==> src/pkg/srs_defines.svh <==
`ifndef SRS_DEFINES_SVH
`define SRS_DEFINES_SVH

// device address byte layout
`define SRS_TYPE_CODE      4'hA
`define SRS_TYPE_MSB       7
`define SRS_TYPE_LSB       4
`define SRS_STRAP_BIT      3
`define SRS_PAGE_MSB       2
`define SRS_PAGE_LSB       1
`define SRS_RW_BIT         0

// word address and byte framing
`define SRS_ADDR_W         10
`define SRS_DATA_W         8
`define SRS_BIT_CNT_W      4
`define SRS_BITS_PER_BYTE  4'h8
`define SRS_FIRST_TX_CNT   4'h1
`define SRS_ADDR_RESET     10'h000
`define SRS_EMPTY_BYTE     8'hFF

// buffering
`define SRS_FIFO_DEPTH     4

// write cycle time: figure in ms, clock in kHz, cycles derived
`define SRS_WR_TIME_MS     5
`define SRS_CLK_KHZ        125000
`define SRS_WR_CYCLES      (`SRS_WR_TIME_MS * `SRS_CLK_KHZ)
`define SRS_WR_CNT_W       20

`endif

==> src/pkg/srs_pkg.sv <==
package srs_pkg;

  // bus-side sequencer states
  typedef enum logic [2:0] {
    SRS_IDLE,
    SRS_DEV,
    SRS_DEV_ACK,
    SRS_WADDR,
    SRS_WADDR_ACK,
    SRS_TX,
    SRS_TX_ACK,
    SRS_WAIT
  } srs_state_e;

  typedef logic [7:0] srs_byte_t;

endpackage

==> src/pkg/srs_byte_if.sv <==
`timescale 1ns/1ns
// byte stream with valid/ready handshake between internal stages
interface srs_byte_if #(
  parameter int W = 8
);
  logic         valid;
  logic         ready;
  logic [W-1:0] data;

  modport prod (output valid, output data, input ready);
  modport cons (input valid, input data, output ready);
endinterface

==> src/hdl/srs_fetch.sv <==
`timescale 1ns/1ns
`include "srs_defines.svh"
// prefetches bytes from the array, one request outstanding at a time
module srs_fetch #(
  parameter int AW = `SRS_ADDR_W
) (
  input  wire logic          clk_in,
  input  wire logic          rst_n_in,
  input  wire logic          flush_in,
  input  wire logic [AW-1:0] start_addr_in,
  output logic      [AW-1:0] mem_addr_out,
  output logic               mem_rd_out,
  input  wire logic [7:0]    mem_data_in,
  input  wire logic          mem_valid_in,
  srs_byte_if.prod           out
);
  logic [AW-1:0] ptr_r;
  logic          pend_r;
  logic          drop_r;
  logic          hold_r;
  logic [7:0]    data_r;

  assign out.valid = hold_r;
  assign out.data  = data_r;

  // request / answer tracking; an answer to a flushed request is dropped
  always_ff @(posedge clk_in) begin
    if (!rst_n_in) begin
      ptr_r        <= `SRS_ADDR_RESET;
      pend_r       <= 1'b0;
      drop_r       <= 1'b0;
      hold_r       <= 1'b0;
      data_r       <= `SRS_EMPTY_BYTE;
      mem_addr_out <= `SRS_ADDR_RESET;
      mem_rd_out   <= 1'b0;
    end else begin
      mem_rd_out <= 1'b0;
      if (hold_r && out.ready) begin
        hold_r <= 1'b0;
      end
      if (flush_in) begin
        ptr_r  <= start_addr_in;
        hold_r <= 1'b0;
        pend_r <= 1'b0;
        drop_r <= (pend_r | drop_r) & ~mem_valid_in;  // an older answer may still be due
      end else if (mem_valid_in && drop_r) begin
        drop_r <= 1'b0;
      end else if (mem_valid_in && pend_r) begin
        data_r <= mem_data_in;
        hold_r <= 1'b1;
        pend_r <= 1'b0;
        ptr_r  <= ptr_r + 1'b1;                 // wraps at the top
      end else if (!pend_r && !drop_r && !hold_r) begin
        mem_addr_out <= ptr_r;
        mem_rd_out   <= 1'b1;
        pend_r       <= 1'b1;
      end
    end
  end
endmodule

==> src/hdl/srs_fifo.sv <==
`timescale 1ns/1ns
// small synchronous fifo; flush empties it in one cycle
module srs_fifo #(
  parameter int W = 8,
  parameter int D = 4
) (
  input  wire logic clk_in,
  input  wire logic rst_n_in,
  input  wire logic flush_in,
  srs_byte_if.cons  wr,
  srs_byte_if.prod  rd
);
  localparam int PW = $clog2(D);

  logic [W-1:0] mem_r [D];
  logic [PW:0]  wp_r;
  logic [PW:0]  rp_r;
  logic         push;
  logic         pop;

  // extra pointer bit tells full from empty
  assign wr.ready = (wp_r - rp_r) != (PW+1)'(D);
  assign rd.valid = wp_r != rp_r;
  assign rd.data  = mem_r[rp_r[PW-1:0]];
  assign push     = wr.valid & wr.ready;
  assign pop      = rd.valid & rd.ready;

  // pointers
  always_ff @(posedge clk_in) begin
    if (!rst_n_in || flush_in) begin
      wp_r <= '0;
      rp_r <= '0;
    end else begin
      if (push) begin
        wp_r <= wp_r + 1'b1;
      end
      if (pop) begin
        rp_r <= rp_r + 1'b1;
      end
    end
  end

  // storage, no reset needed
  always_ff @(posedge clk_in) begin
    if (push) begin
      mem_r[wp_r[PW-1:0]] <= wr.data;
    end
  end
endmodule

==> src/hdl/srs_read_seq.sv <==
`timescale 1ns/1ns
`include "srs_defines.svh"
module srs_read_seq #(
  parameter int AW        = `SRS_ADDR_W,
  parameter int WR_CYCLES = `SRS_WR_CYCLES
) (
  input  wire logic          clk_in,
  input  wire logic          rst_n_in,
  input  wire logic          scl_in,
  input  wire logic          sda_in,
  output logic               sda_out,
  output logic               sda_oe_out,
  input  wire logic          chip_select_strap_in,
  output logic [AW-1:0]      mem_addr_out,
  output logic               mem_rd_out,
  input  wire logic [7:0]    mem_data_in,
  input  wire logic          mem_valid_in,
  input  wire logic          addr_set_in,
  input  wire logic [AW-1:0] addr_set_val_in,
  input  wire logic          write_stop_in,
  output logic               busy_out
);
  srs_pkg::srs_state_e state_r;
  logic [`SRS_BIT_CNT_W-1:0] cnt_r;
  srs_pkg::srs_byte_t  sh_r;
  srs_pkg::srs_byte_t  tx_r;
  logic [1:0]          page_r;
  logic                rw_r;
  logic                mack_r;
  logic                scl_q;
  logic                sda_q;
  logic                strap_r;
  logic [AW-1:0]       addr_r;
  logic                flush_r;
  logic [`SRS_WR_CNT_W-1:0] wr_cnt_r;
  logic                scl_rise;
  logic                scl_fall;
  logic                start_det;
  logic                stop_det;
  logic                quiet;
  logic                byte_end;
  logic                load;
  logic                pop_ok;
  logic                waddr_done;
  srs_pkg::srs_byte_t  next_byte;

  srs_byte_if #(.W(`SRS_DATA_W)) fetch_q ();
  srs_byte_if #(.W(`SRS_DATA_W)) rd ();

  // address byte compare against type code and strap
  function automatic logic addr_match(input srs_pkg::srs_byte_t b, input logic strap);
    addr_match = (b[`SRS_TYPE_MSB:`SRS_TYPE_LSB] == `SRS_TYPE_CODE) && (b[`SRS_STRAP_BIT] == strap);
  endfunction

  // prefetch keeps the fifo topped up so a byte is ready at each ack
  srs_fetch #(.AW(AW)) u_fetch (
    .clk_in        (clk_in),
    .rst_n_in      (rst_n_in),
    .flush_in      (flush_r),
    .start_addr_in (addr_r),
    .mem_addr_out  (mem_addr_out),
    .mem_rd_out    (mem_rd_out),
    .mem_data_in   (mem_data_in),
    .mem_valid_in  (mem_valid_in),
    .out           (fetch_q.prod)
  );

  srs_fifo #(.W(`SRS_DATA_W), .D(`SRS_FIFO_DEPTH)) u_fifo (
    .clk_in   (clk_in),
    .rst_n_in (rst_n_in),
    .flush_in (flush_r),
    .wr       (fetch_q.cons),
    .rd       (rd.prod)
  );

  // bus conditions; inputs are already synchronous, one stage for edges
  assign scl_rise  = scl_in & ~scl_q;
  assign scl_fall  = ~scl_in & scl_q;
  assign start_det = scl_in & scl_q & sda_q & ~sda_in;
  assign stop_det  = scl_in & scl_q & ~sda_q & sda_in;
  assign quiet     = ~start_det & ~stop_det;
  assign byte_end  = scl_fall & (cnt_r == `SRS_BITS_PER_BYTE) & quiet;

  // a byte is loaded at the fall that ends a read's device ack slot or a master ack slot
  assign load       = scl_fall & quiet &
                      (((state_r == srs_pkg::SRS_DEV_ACK) & rw_r) |
                       ((state_r == srs_pkg::SRS_TX_ACK) & mack_r));
  assign pop_ok     = load & rd.valid;
  assign rd.ready   = load;
  // an empty fifo means the master clocked faster than the array answered
  assign next_byte  = rd.valid ? rd.data : `SRS_EMPTY_BYTE;
  assign waddr_done = (state_r == srs_pkg::SRS_WADDR) & byte_end;

  // edge history of both bus lines
  always_ff @(posedge clk_in) begin
    if (!rst_n_in) begin
      scl_q <= 1'b1;
      sda_q <= 1'b1;
    end else begin
      scl_q <= scl_in;
      sda_q <= sda_in;
    end
  end

  // strap follows the pin after reset, not captured under reset
  always_ff @(posedge clk_in) begin
    strap_r <= chip_select_strap_in;
  end

  // open drain: the level is always low, only the enable moves
  always_ff @(posedge clk_in) begin
    sda_out <= 1'b0;
  end

  // write cycle timer, busy until it runs out
  always_ff @(posedge clk_in) begin
    if (!rst_n_in) begin
      wr_cnt_r <= '0;
      busy_out <= 1'b0;
    end else if (write_stop_in) begin
      wr_cnt_r <= `SRS_WR_CNT_W'(WR_CYCLES);
      busy_out <= 1'b1;
    end else if (wr_cnt_r != '0) begin
      wr_cnt_r <= wr_cnt_r - 1'b1;
      busy_out <= (wr_cnt_r != `SRS_WR_CNT_W'(1));
    end
  end

  // word address counter, shared with the write side
  always_ff @(posedge clk_in) begin
    if (!rst_n_in) begin
      addr_r  <= `SRS_ADDR_RESET;
      flush_r <= 1'b0;
    end else begin
      flush_r <= 1'b0;
      if (addr_set_in) begin
        addr_r  <= addr_set_val_in;
        flush_r <= 1'b1;
      end else if (waddr_done) begin
        addr_r  <= {page_r, sh_r};
        flush_r <= 1'b1;
      end else if (pop_ok) begin
        addr_r <= addr_r + 1'b1;
      end
    end
  end

  // bus sequencer: receive, acknowledge, transmit
  always_ff @(posedge clk_in) begin
    if (!rst_n_in) begin
      state_r    <= srs_pkg::SRS_IDLE;
      cnt_r      <= '0;
      sh_r       <= '0;
      tx_r       <= `SRS_EMPTY_BYTE;
      page_r     <= '0;
      rw_r       <= 1'b0;
      mack_r     <= 1'b0;
      sda_oe_out <= 1'b0;
    end else if (stop_det) begin
      state_r    <= srs_pkg::SRS_IDLE;
      sda_oe_out <= 1'b0;
    end else if (start_det) begin
      state_r    <= srs_pkg::SRS_DEV;
      cnt_r      <= '0;
      sda_oe_out <= 1'b0;
    end else begin
      case (state_r)
        srs_pkg::SRS_DEV, srs_pkg::SRS_WADDR: begin
          if (scl_rise) begin
            sh_r  <= {sh_r[6:0], sda_in};
            cnt_r <= cnt_r + 1'b1;
          end else if (byte_end) begin
            cnt_r <= '0;
            if (state_r == srs_pkg::SRS_WADDR) begin
              sda_oe_out <= 1'b1;
              state_r    <= srs_pkg::SRS_WADDR_ACK;
            end else if (addr_match(sh_r, strap_r) && !busy_out) begin
              sda_oe_out <= 1'b1;
              rw_r       <= sh_r[`SRS_RW_BIT];
              page_r     <= sh_r[`SRS_PAGE_MSB:`SRS_PAGE_LSB];
              state_r    <= srs_pkg::SRS_DEV_ACK;
            end else begin
              state_r <= srs_pkg::SRS_WAIT;
            end
          end
        end
        srs_pkg::SRS_DEV_ACK: begin
          if (load) begin
            tx_r       <= next_byte;
            sda_oe_out <= ~next_byte[7];
            cnt_r      <= `SRS_FIRST_TX_CNT;
            state_r    <= srs_pkg::SRS_TX;
          end else if (scl_fall) begin
            sda_oe_out <= 1'b0;
            state_r    <= srs_pkg::SRS_WADDR;
          end
        end
        srs_pkg::SRS_WADDR_ACK: begin
          // data bytes of a write belong to the write side
          if (scl_fall) begin
            sda_oe_out <= 1'b0;
            state_r    <= srs_pkg::SRS_WAIT;
          end
        end
        srs_pkg::SRS_TX: begin
          if (scl_fall) begin
            if (cnt_r == `SRS_BITS_PER_BYTE) begin
              sda_oe_out <= 1'b0;
              state_r    <= srs_pkg::SRS_TX_ACK;
            end else begin
              sda_oe_out <= ~tx_r[6];
              tx_r       <= {tx_r[6:0], 1'b1};
              cnt_r      <= cnt_r + 1'b1;
            end
          end
        end
        srs_pkg::SRS_TX_ACK: begin
          if (scl_rise) begin
            mack_r <= ~sda_in;
          end else if (load) begin
            tx_r       <= next_byte;
            sda_oe_out <= ~next_byte[7];
            cnt_r      <= `SRS_FIRST_TX_CNT;
            state_r    <= srs_pkg::SRS_TX;
          end else if (scl_fall) begin
            state_r <= srs_pkg::SRS_WAIT;
          end
        end
        srs_pkg::SRS_IDLE, srs_pkg::SRS_WAIT: begin
          sda_oe_out <= 1'b0;
        end
        default: begin
          state_r    <= srs_pkg::SRS_IDLE;
          sda_oe_out <= 1'b0;
        end
      endcase
    end
  end
endmodule

==> config.mk <==
export PLATFORM = sky130hd
export DESIGN_NAME = srs_read_seq
export DESIGN_NICKNAME = d
export VERILOG_FILES = /design/src/pkg/srs_pkg.sv /design/src/pkg/srs_byte_if.sv /design/src/hdl/srs_fetch.sv /design/src/hdl/srs_fifo.sv /design/src/hdl/srs_read_seq.sv
export VERILOG_INCLUDE_DIRS = /design/src /design/src/pkg
export SDC_FILE = /design/constraint.sdc
export NUM_CORES = 1
export LEC_CHECK = 0
export BUFFER_PORTS_ARGS = -buffer_cell sky130_fd_sc_hd__clkbuf_2
export CORE_MARGIN = 2
export CORE_UTILIZATION = 61
export CTS_CLUSTER_DIAMETER = 40
export DETAILED_ROUTE_END_ITERATION = 16
export GPL_TIMING_DRIVEN = 1
export PLACE_DENSITY_LB_ADDON = 0.15
export SLEW_MARGIN = 20
export SYNTH_ARGS = -nofsm -noshare
export SYNTH_HDL_FRONTEND = slang
export SYNTH_SLANG_ARGS = --single-unit
==> constraint.sdc <==
create_clock -name clk_in -period 6.3 [get_ports clk_in]
set_clock_uncertainty 0.15 [all_clocks]
set_input_delay 0 -clock clk_in [delete_from_list [all_inputs] [get_ports clk_in]]
set_output_delay 0 -clock clk_in [all_outputs]
set_load 0.01 [all_outputs]
## After elaboration in Yosys (flattened, before gate mapping)

Memory sizes are Yosys's and may differ from the RTL's. A register that Yosys moved wholly into a read port is not among the register bits.
Index checks and enable logic that the tools add are counted.

| operators by class | value |
|---|---|
| add/subtract/negate cells | 7 |
| eq/ne operators | 31 |
| multiplexer cells | 62 |
| bitwise logic cells | 35 |
| reduce and logical (&&, ||, !) cells | 43 |

Operators by type and width:

| operator | count |
|---|---|
| $mux 10 | 6 |
| $mux 20 | 2 |
| $mux 8 | 5 |
| $mux 3 | 11 |
| $mux 4 | 7 |
| $mux 1 | 25 |
| $ne 3x3->1 const B | 8 |
| $pmux 8 s3 | 1 |
| $reduce_and 7->1 | 3 |
| $add 10x1->10 const B | 2 |
| $ne 20x1->1 const B | 1 |
| $reduce_bool 20->1 | 1 |
| $sub 20x1->20 const B | 1 |
| $and 1x1->1 | 18 |
| $reduce_and 6->1 | 3 |
| $pmux 4 s4 | 1 |
| $not 1->1 | 15 |
| $pmux 3 s5 | 1 |
| $ne 2x2->1 const B | 7 |
| $eq 3x3->1 const B | 4 |
| $reduce_and 4->1 | 3 |
| $reduce_bool 5->1 | 2 |
| $reduce_or 2->1 | 5 |
| $eq 4x4->1 const B | 2 |
| other kinds (25) | 44 |

| storage, ports and cells | value |
|---|---|
| bits in registers | 101 |
| RAM bits | 32 |
| input bits | 26 |
| output and inout port bits | 14 |
| memories | 1 |

Memory list:

| name | words | bits a word | read ports | clocked after memory_dff | write ports | line | source |
|---|---|---|---|---|---|---|---|
| u_fifo.mem_r | 4 | 8 | 1 | 1 | 1 | srs_fifo.sv:15 | `logic [W-1:0] mem_r [D];` |

## Logic depth before layout (Yosys ltp)

| depth | value |
|---|---|
| depth in word-level cells | 11 |
| depth in mapped cells | 9 |
| depth with buffers taken out | 7 |

## Cells and area by module

From an unflattened synthesis, not the netlist that was laid out.

| second synthesis, totals | value |
|---|---|
| cell total of the unflattened synthesis | 696 |
| area, all modules | 6525.0 µm² |

Modules (own cells, without submodules):

| module | times used | cells each | area each (µm²) |
|---|---|---|---|
| srs_read_seq | 1 | 433 | 3460.8 |
| srs_fifo | 1 | 93 | 1647.8 |
| srs_fetch | 1 | 170 | 1416.4 |

## Worst setup path before layout

No wires, ideal clock.

| timing | value |
|---|---|
| kind | register to register |
| start point | register wr_cnt_r[3] |
| end point | register wr_cnt_r[7] |
| data arrival time | 1979 ps |
| required time | 6022 ps |
| path slack | 4043 ps |
| cell stages (with the launch flop) | 9 |
| buffers on the path | 3 |
| clock period less this slack | 2257 ps |
| cell sequence | dfxtp_1 > or4_1 > buf_2 > or3_1 > buf_2 > buf_6 > o211ai_1 > xor2_1 > nor2_1 |

| on the way | value |
|---|---|
| cells in the longest elaborated chain, start to end | 1 |

RTL lines:

| what | line | source |
|---|---|---|
| start, declared | srs_read_seq.sv:35 | `` logic [`SRS_WR_CNT_W-1:0] wr_cnt_r; `` |
| start signal, assigned | srs_read_seq.sv:121 | `` wr_cnt_r <= `SRS_WR_CNT_W'(WR_CYCLES); `` |
| start signal, assigned | srs_read_seq.sv:124 | `wr_cnt_r <= wr_cnt_r - 1'b1;` |
| $sub 20x1->20 / $reduce_bool 20->1 (equally long branches) | srs_read_seq.sv:124, srs_read_seq.sv:123 |  |

Parallel ways exist; a longest one is shown, timed or not.
A chain may end at the register's enable or synchronous reset.

## Worst setup path in the final report

| timing | value |
|---|---|
| start point | register scl_q |
| end point | register addr_r[1] |

| on the way | value |
|---|---|
| cells in the longest elaborated chain, start to end | 9 |

RTL lines:

| what | line | source |
|---|---|---|
| start, declared | srs_read_seq.sv:30 | `logic scl_q;` |
| start signal, assigned | srs_read_seq.sv:100 | `scl_q <= scl_in;` |
| $and 1x1->1 | srs_read_seq.sv:79, srs_read_seq.sv:80 |  |
| $and 1x1->1, on equally long branches (2 in series) | srs_read_seq.sv:79, srs_read_seq.sv:80 |  |
| $not 1->1 (no line) | - |  |
| $and 1x1->1 | srs_read_seq.sv:81 | `assign quiet = ~start_det & ~stop_det;` |
| $and 1x1->1, on equally long branches | srs_read_seq.sv:85, srs_read_seq.sv:82 |  |
| $and 1x1->1, on equally long branches | srs_read_seq.sv:85, srs_read_seq.sv:92 |  |
| $and 1x1->1 / $mux 10 (equally long branches) | srs_read_seq.sv:88, srs_read_seq.sv:139 |  |
| $reduce_bool 3->1 (no line) / $mux 10 (equally long branches) | - |  |
| end signal, assigned | srs_read_seq.sv:132 | `` addr_r <= `SRS_ADDR_RESET; `` |
| end signal, assigned | srs_read_seq.sv:137 | `addr_r <= addr_set_val_in;` |
| end signal, assigned | srs_read_seq.sv:140 | `addr_r <= {page_r, sh_r};` |
| end, declared | srs_read_seq.sv:33 | `logic [AW-1:0] addr_r;` |

Parallel ways exist; a longest one is shown, timed or not.

==> metrics.sh <==
RUN_STATUS='finished clean'
SYNTH-SIMPLE-AREA-SHARE_PCT=20.1
HOLD_WS_PS=112
MAX-VDD-IR-DROP_V=0.000288
SYNTH_MUX_AREA_SHARE_PCT=4.83
WORST_HOLD_STARTPOINT='mem_valid_in'
FINALNONFILLERCELLS=891
MAPPEDNETLISTNETS=703
REG2REG_DEPTH=6
DIE_H_UM=105
CLK_LATENCY_PS=530
MAXSLEWVIOLCOUNT=0
TRITONCTS.NUM_BUFFERS=17
CLOCKROOTBUFFER='sky130_fd_sc_hd__clkbuf_8'
YOSYS.AREA_SHARE.XOR_XNOR_PCT=5.17
DETAILEDROUTE.FIRSTITERATIONVIOLATIONS=439
SYNTH-ADDER-AREA-SHARE_PCT=2.80
ROWS=36
NUMPLACEDINSTANCES=801
TRITONCTS='yes'
HOLD_PATH_END='u_fetch.drop_r$_SDFFE_PN0P_'
SYNTH-EDFF-COUNT=32
N_ANTENNA_CELL=0
DETAILROUTE.VIA_COUNT=5431
FINAL_WEIGHTED_CONGESTION_IN_ROUTABILITY_DRIVEN_PLACEMENT=0.850
P_TOTAL_mW=2.22
CTS_BUFFER_DEPTH=2
DIE-WIDTH_UM=105
GRT_PASS1_WL_MM=25.1
SYNTH.YOSYS.SEQ_AREA_SHARE_PCT=47.9
HPWL_MM=8.90
PATH_CLK_SLEW_PS=60
WORST_R2R_STARTPOINT='scl_q$_SDFF_PN1_'
STARTPOINT='scl_q$_SDFF_PN1_'
SYNTH_LARGEST_AREA_CELL='sky130_fd_sc_hd__dfxtp_1'
LEAKAGEPOWER_nW=2.88
ARRIVAL_PS=4000
DRT-WIRELENGTH-PER-CELL_UM=17.1
CTS_SINKS=134
SYNTHESIZED_INSTANCE_COUNT=663
MAXCAPVIOLATIONS=0
CLOCK_TREE.HTREE_LEVEL_COUNT=4
FINAL_CELL_MIX='sky130_fd_sc_hd__dfxtp_1 (102), sky130_fd_sc_hd__nand2_1 (88), sky130_fd_sc_hd__dlygate4sd3_1 (58), sky130_fd_sc_hd__nor2_1 (50), sky130_fd_sc_hd__a21oi_1 (47)'
STARTPOINT_TYPE='flip-flop'
FINAL_CORE_UTIL_PCT=78.0
REG_TO_REG_SLACK_SETUP_PS=2570
MAIN_COMBINATIONAL_CELL_FAMILY_BY_AREA_AFTER_SYNTHESIS='simple AND/OR/NAND/NOR gates'
YOSYSTOPAREACELLSHARE_PCT=32.6
HOLD_VIOLATIONS=0
FIN_SETUP_TNS_PS=0
ASYNC_RESET_FF_SHARE_PCT=0
HOLD_PATH_DEPTH=3
FLOORPLAN.INITIALDENSITY_PCT=63.5
GRT_ANTENNA_BEFORE_REPAIR=0
NUM_IO_PINS=40
FIN_CRIT_SH_PCT=59.2
ANTENNA_LEFT=0
DRIVE_GT1_SHARE_PCT=11.9
DIE_AREA_MM2=0.0111
SYNTH_COMPOUND_AREA_SHARE_PCT=15.6
WORSTPATHREQUIRED_PS=6570
NETLIST_AREA_MM2=0.00627
SETUP.WORST_PATH.CLASS='reg -> reg'
POST-ROUTE-DRC-COUNT=0
SYNTH_FLOP_CELL='sky130_fd_sc_hd__dfxtp_1'
TIMING.RR.END='addr_r[1]$_SDFFE_PN0P_'
GRT_OVF=0
VIA_COUNT_OF_THE_FIRST_GLOBAL_ROUTING_PASS=5288
FINAL_NET_COUNT=785
CLASSIFICATION_OF_THE_WORST_SLACK_HOLD_PATH='in -> reg'
RSZ0062_AT_GRT='no'
SYN_AVG_CELL_AREA_UM2=9.45
FINAL_COMMON_CELL='sky130_fd_sc_hd__dfxtp_1'
FINAL_SETUP_VIOLATION_COUNT=0
ROUTED_VIA_DENSITY=6.10
CORE-AREA_MM2=0.00986
GLOBAL_ROUTE.USAGE.TOTAL_PCT=28.6
FINALWIRELENGTH_MM=15.3
YOSYSUNIQUECELLTYPES=65
P_PER_AREA_mW_PER_MM2=288
FINAL.MIN_CLOCK_PERIOD_PS=3730
SYNTH_AREA_LEADERS='sky130_fd_sc_hd__dfxtp_1 (33%), sky130_fd_sc_hd__edfxtp_1 (15%), sky130_fd_sc_hd__nand2_1 (5.3%)'
LAYOUT-AREA-OVERHEAD-VS-SYNTH_PCT=22.9
MAXIMUM_CLOCK_FREQUENCY_MHz=268
TIMING_WORST_SLEW_PIN_VALUE_PS=850
DRT_PRE_ANTENNA_ITERS=6
FLIP_FLOP_AND_LATCH_COUNT_AFTER_SYNTHESIS=134
SYNTH_WARNINGS=0
END_KIND='flip-flop'
PATH_MAX_FANOUT=18
MAXIMUM_NUMBER_OF_PINS_ON_ONE_NET_BEFORE_GLOBAL_ROUTE_REPAIR=45
I_O_BUFFERS=38
RELSLEWSLACK_PCT=43.3
[repair_timing]
item / 4_1_cts / 5_1_grt
endpoints found under the setup margin: 0 / 0
hold endpoints to repair: 54 / 0
hold buffers: 58 / 0
setup buffers: 0 / 0
resized for setup: 0 / 0
[per-stage QoR]
step | area (um2) | setup slack (ps)
final | 7700 | 2570
after global routing | 7700 | 2210
after CTS | 7700 | 2660
after detailed placement | 6490 | 3240
after global placement | 6490 | 3310
after floorplan | 6270 | 4040
[registers in the layout (all words and copies together) (netlist names), 3 cells and up, named ones only]
| signal | count |
|---|---|
| u_fifo.mem_r | 32 |
| wr_cnt_r | 20 |
| addr_r | 10 |
| u_fetch.mem_addr_out | 10 |
| u_fetch.ptr_r | 10 |
| sh_r | 8 |
| u_fetch.out.data | 8 |
| tx_r | 7 |
| cnt_r | 4 |
| state_r | 3 |
| u_fifo.rp_r | 3 |
| u_fifo.wp_r | 3 |
[cell families (layout without fill, tap and decap cells)]
kind of cell    after synthesis  count (layout)
simple gates                253             253
compound gates              150             150
flops                       134             134
buf+inv                      54             149
xor+xnor                     37              37
mux                          20              20
fa+ha+maj                    14              14
other cells                   1               1
[where the power goes]
| part | total (mW) | internal, mW | leakage [nW] | switching, mW |
|---|---|---|---|---|
| Sequential | 0.954 | 0.915 | 1.11 | 0.0393 |
| Combinational | 0.224 | 0.100 | 1.46 | 0.124 |
| Clock | 1.04 | 0.638 | 0.307 | 0.399 |
| Total | 2.22 | 1.65 | 2.88 | 0.562 |
[per-layer routing]
layer  up-vias  share of wire [%]  routed length, um  GRT usage (%)
li1       2567                  -                  -              -
met1      2630                 42               6440           35.3
met2       202                 50               7680           48.4
met3        32                5.3                802           6.49
met4         0                2.2                332           11.4
met5         -                  0                  0              0
[worst max path at each step]
| stage | end | slack [ps] | cells after the start |
|---|---|---|---|
| 6_report | addr_r[1]$_SDFFE_PN0P_ | 2570 | 6 |
| 3_5_place_dp | addr_r[1]$_SDFFE_PN0P_ | 3240 | 5 |
| 2_1_floorplan | wr_cnt_r[7]$_SDFFE_PP0P_ | 4040 | 8 |
| 3_3_place_gp | addr_r[1]$_SDFFE_PN0P_ | 3310 | 5 |
| 4_1_cts | addr_r[1]$_SDFFE_PN0P_ | 2660 | 6 |
| 5_1_grt | addr_r[1]$_SDFFE_PN0P_ | 2210 | 6 |
[cell type report]
type | instances | area (um2)
clock buffer | 18 | 439
clock inverter | 14 | 185
fill | 596 | 2170
inverter | 18 | 67.6
multi-input combinational | 475 | 3040
sequential | 134 | 3000
tap | 133 | 166
timing repair buffer | 99 | 793
[cell usage after synthesis (3+ instances only)]
cell type and n:
sky130_fd_sc_hd__dfxtp_1 102, sky130_fd_sc_hd__nand2_1 88, sky130_fd_sc_hd__nor2_1 50, sky130_fd_sc_hd__a21oi_1 47, sky130_fd_sc_hd__edfxtp_1 32, sky130_fd_sc_hd__clkbuf_1 29
sky130_fd_sc_hd__o21ai_0 24, sky130_fd_sc_hd__nand3_1 21, sky130_fd_sc_hd__xor2_1 20, sky130_fd_sc_hd__inv_1 17, sky130_fd_sc_hd__xnor2_1 17, sky130_fd_sc_hd__ha_1 14
sky130_fd_sc_hd__nor3_1 14, sky130_fd_sc_hd__o211ai_1 13, sky130_fd_sc_hd__nand2b_1 12, sky130_fd_sc_hd__nor2b_1 12, sky130_fd_sc_hd__mux2i_1 10, sky130_fd_sc_hd__nand4_1 10
sky130_fd_sc_hd__mux4_2 8, sky130_fd_sc_hd__nand3b_1 8, sky130_fd_sc_hd__a211o_1 7, sky130_fd_sc_hd__a211oi_1 7, sky130_fd_sc_hd__a31oi_1 7, sky130_fd_sc_hd__and2_1 7
sky130_fd_sc_hd__nor4_1 7, sky130_fd_sc_hd__o22ai_1 7, sky130_fd_sc_hd__nand4b_1 5, sky130_fd_sc_hd__buf_2 4, sky130_fd_sc_hd__o21a_1 4, sky130_fd_sc_hd__o221ai_1 4
sky130_fd_sc_hd__o31ai_1 4, sky130_fd_sc_hd__or3_1 4, sky130_fd_sc_hd__or4_1 4, sky130_fd_sc_hd__and3b_1 3, sky130_fd_sc_hd__o21ai_1 3
[critical path, cell delays in order (launching register included)]
cell	delay [ps]
sky130_fd_sc_hd__dfxtp_1	510
sky130_fd_sc_hd__nor2b_1	640
sky130_fd_sc_hd__nand4_1	770
sky130_fd_sc_hd__nand3_1	650
sky130_fd_sc_hd__o221ai_1	160
sky130_fd_sc_hd__dlygate4sd3_1	570
sky130_fd_sc_hd__and2_1	160
No activity file was read; power rests on OpenSTA's default activity.
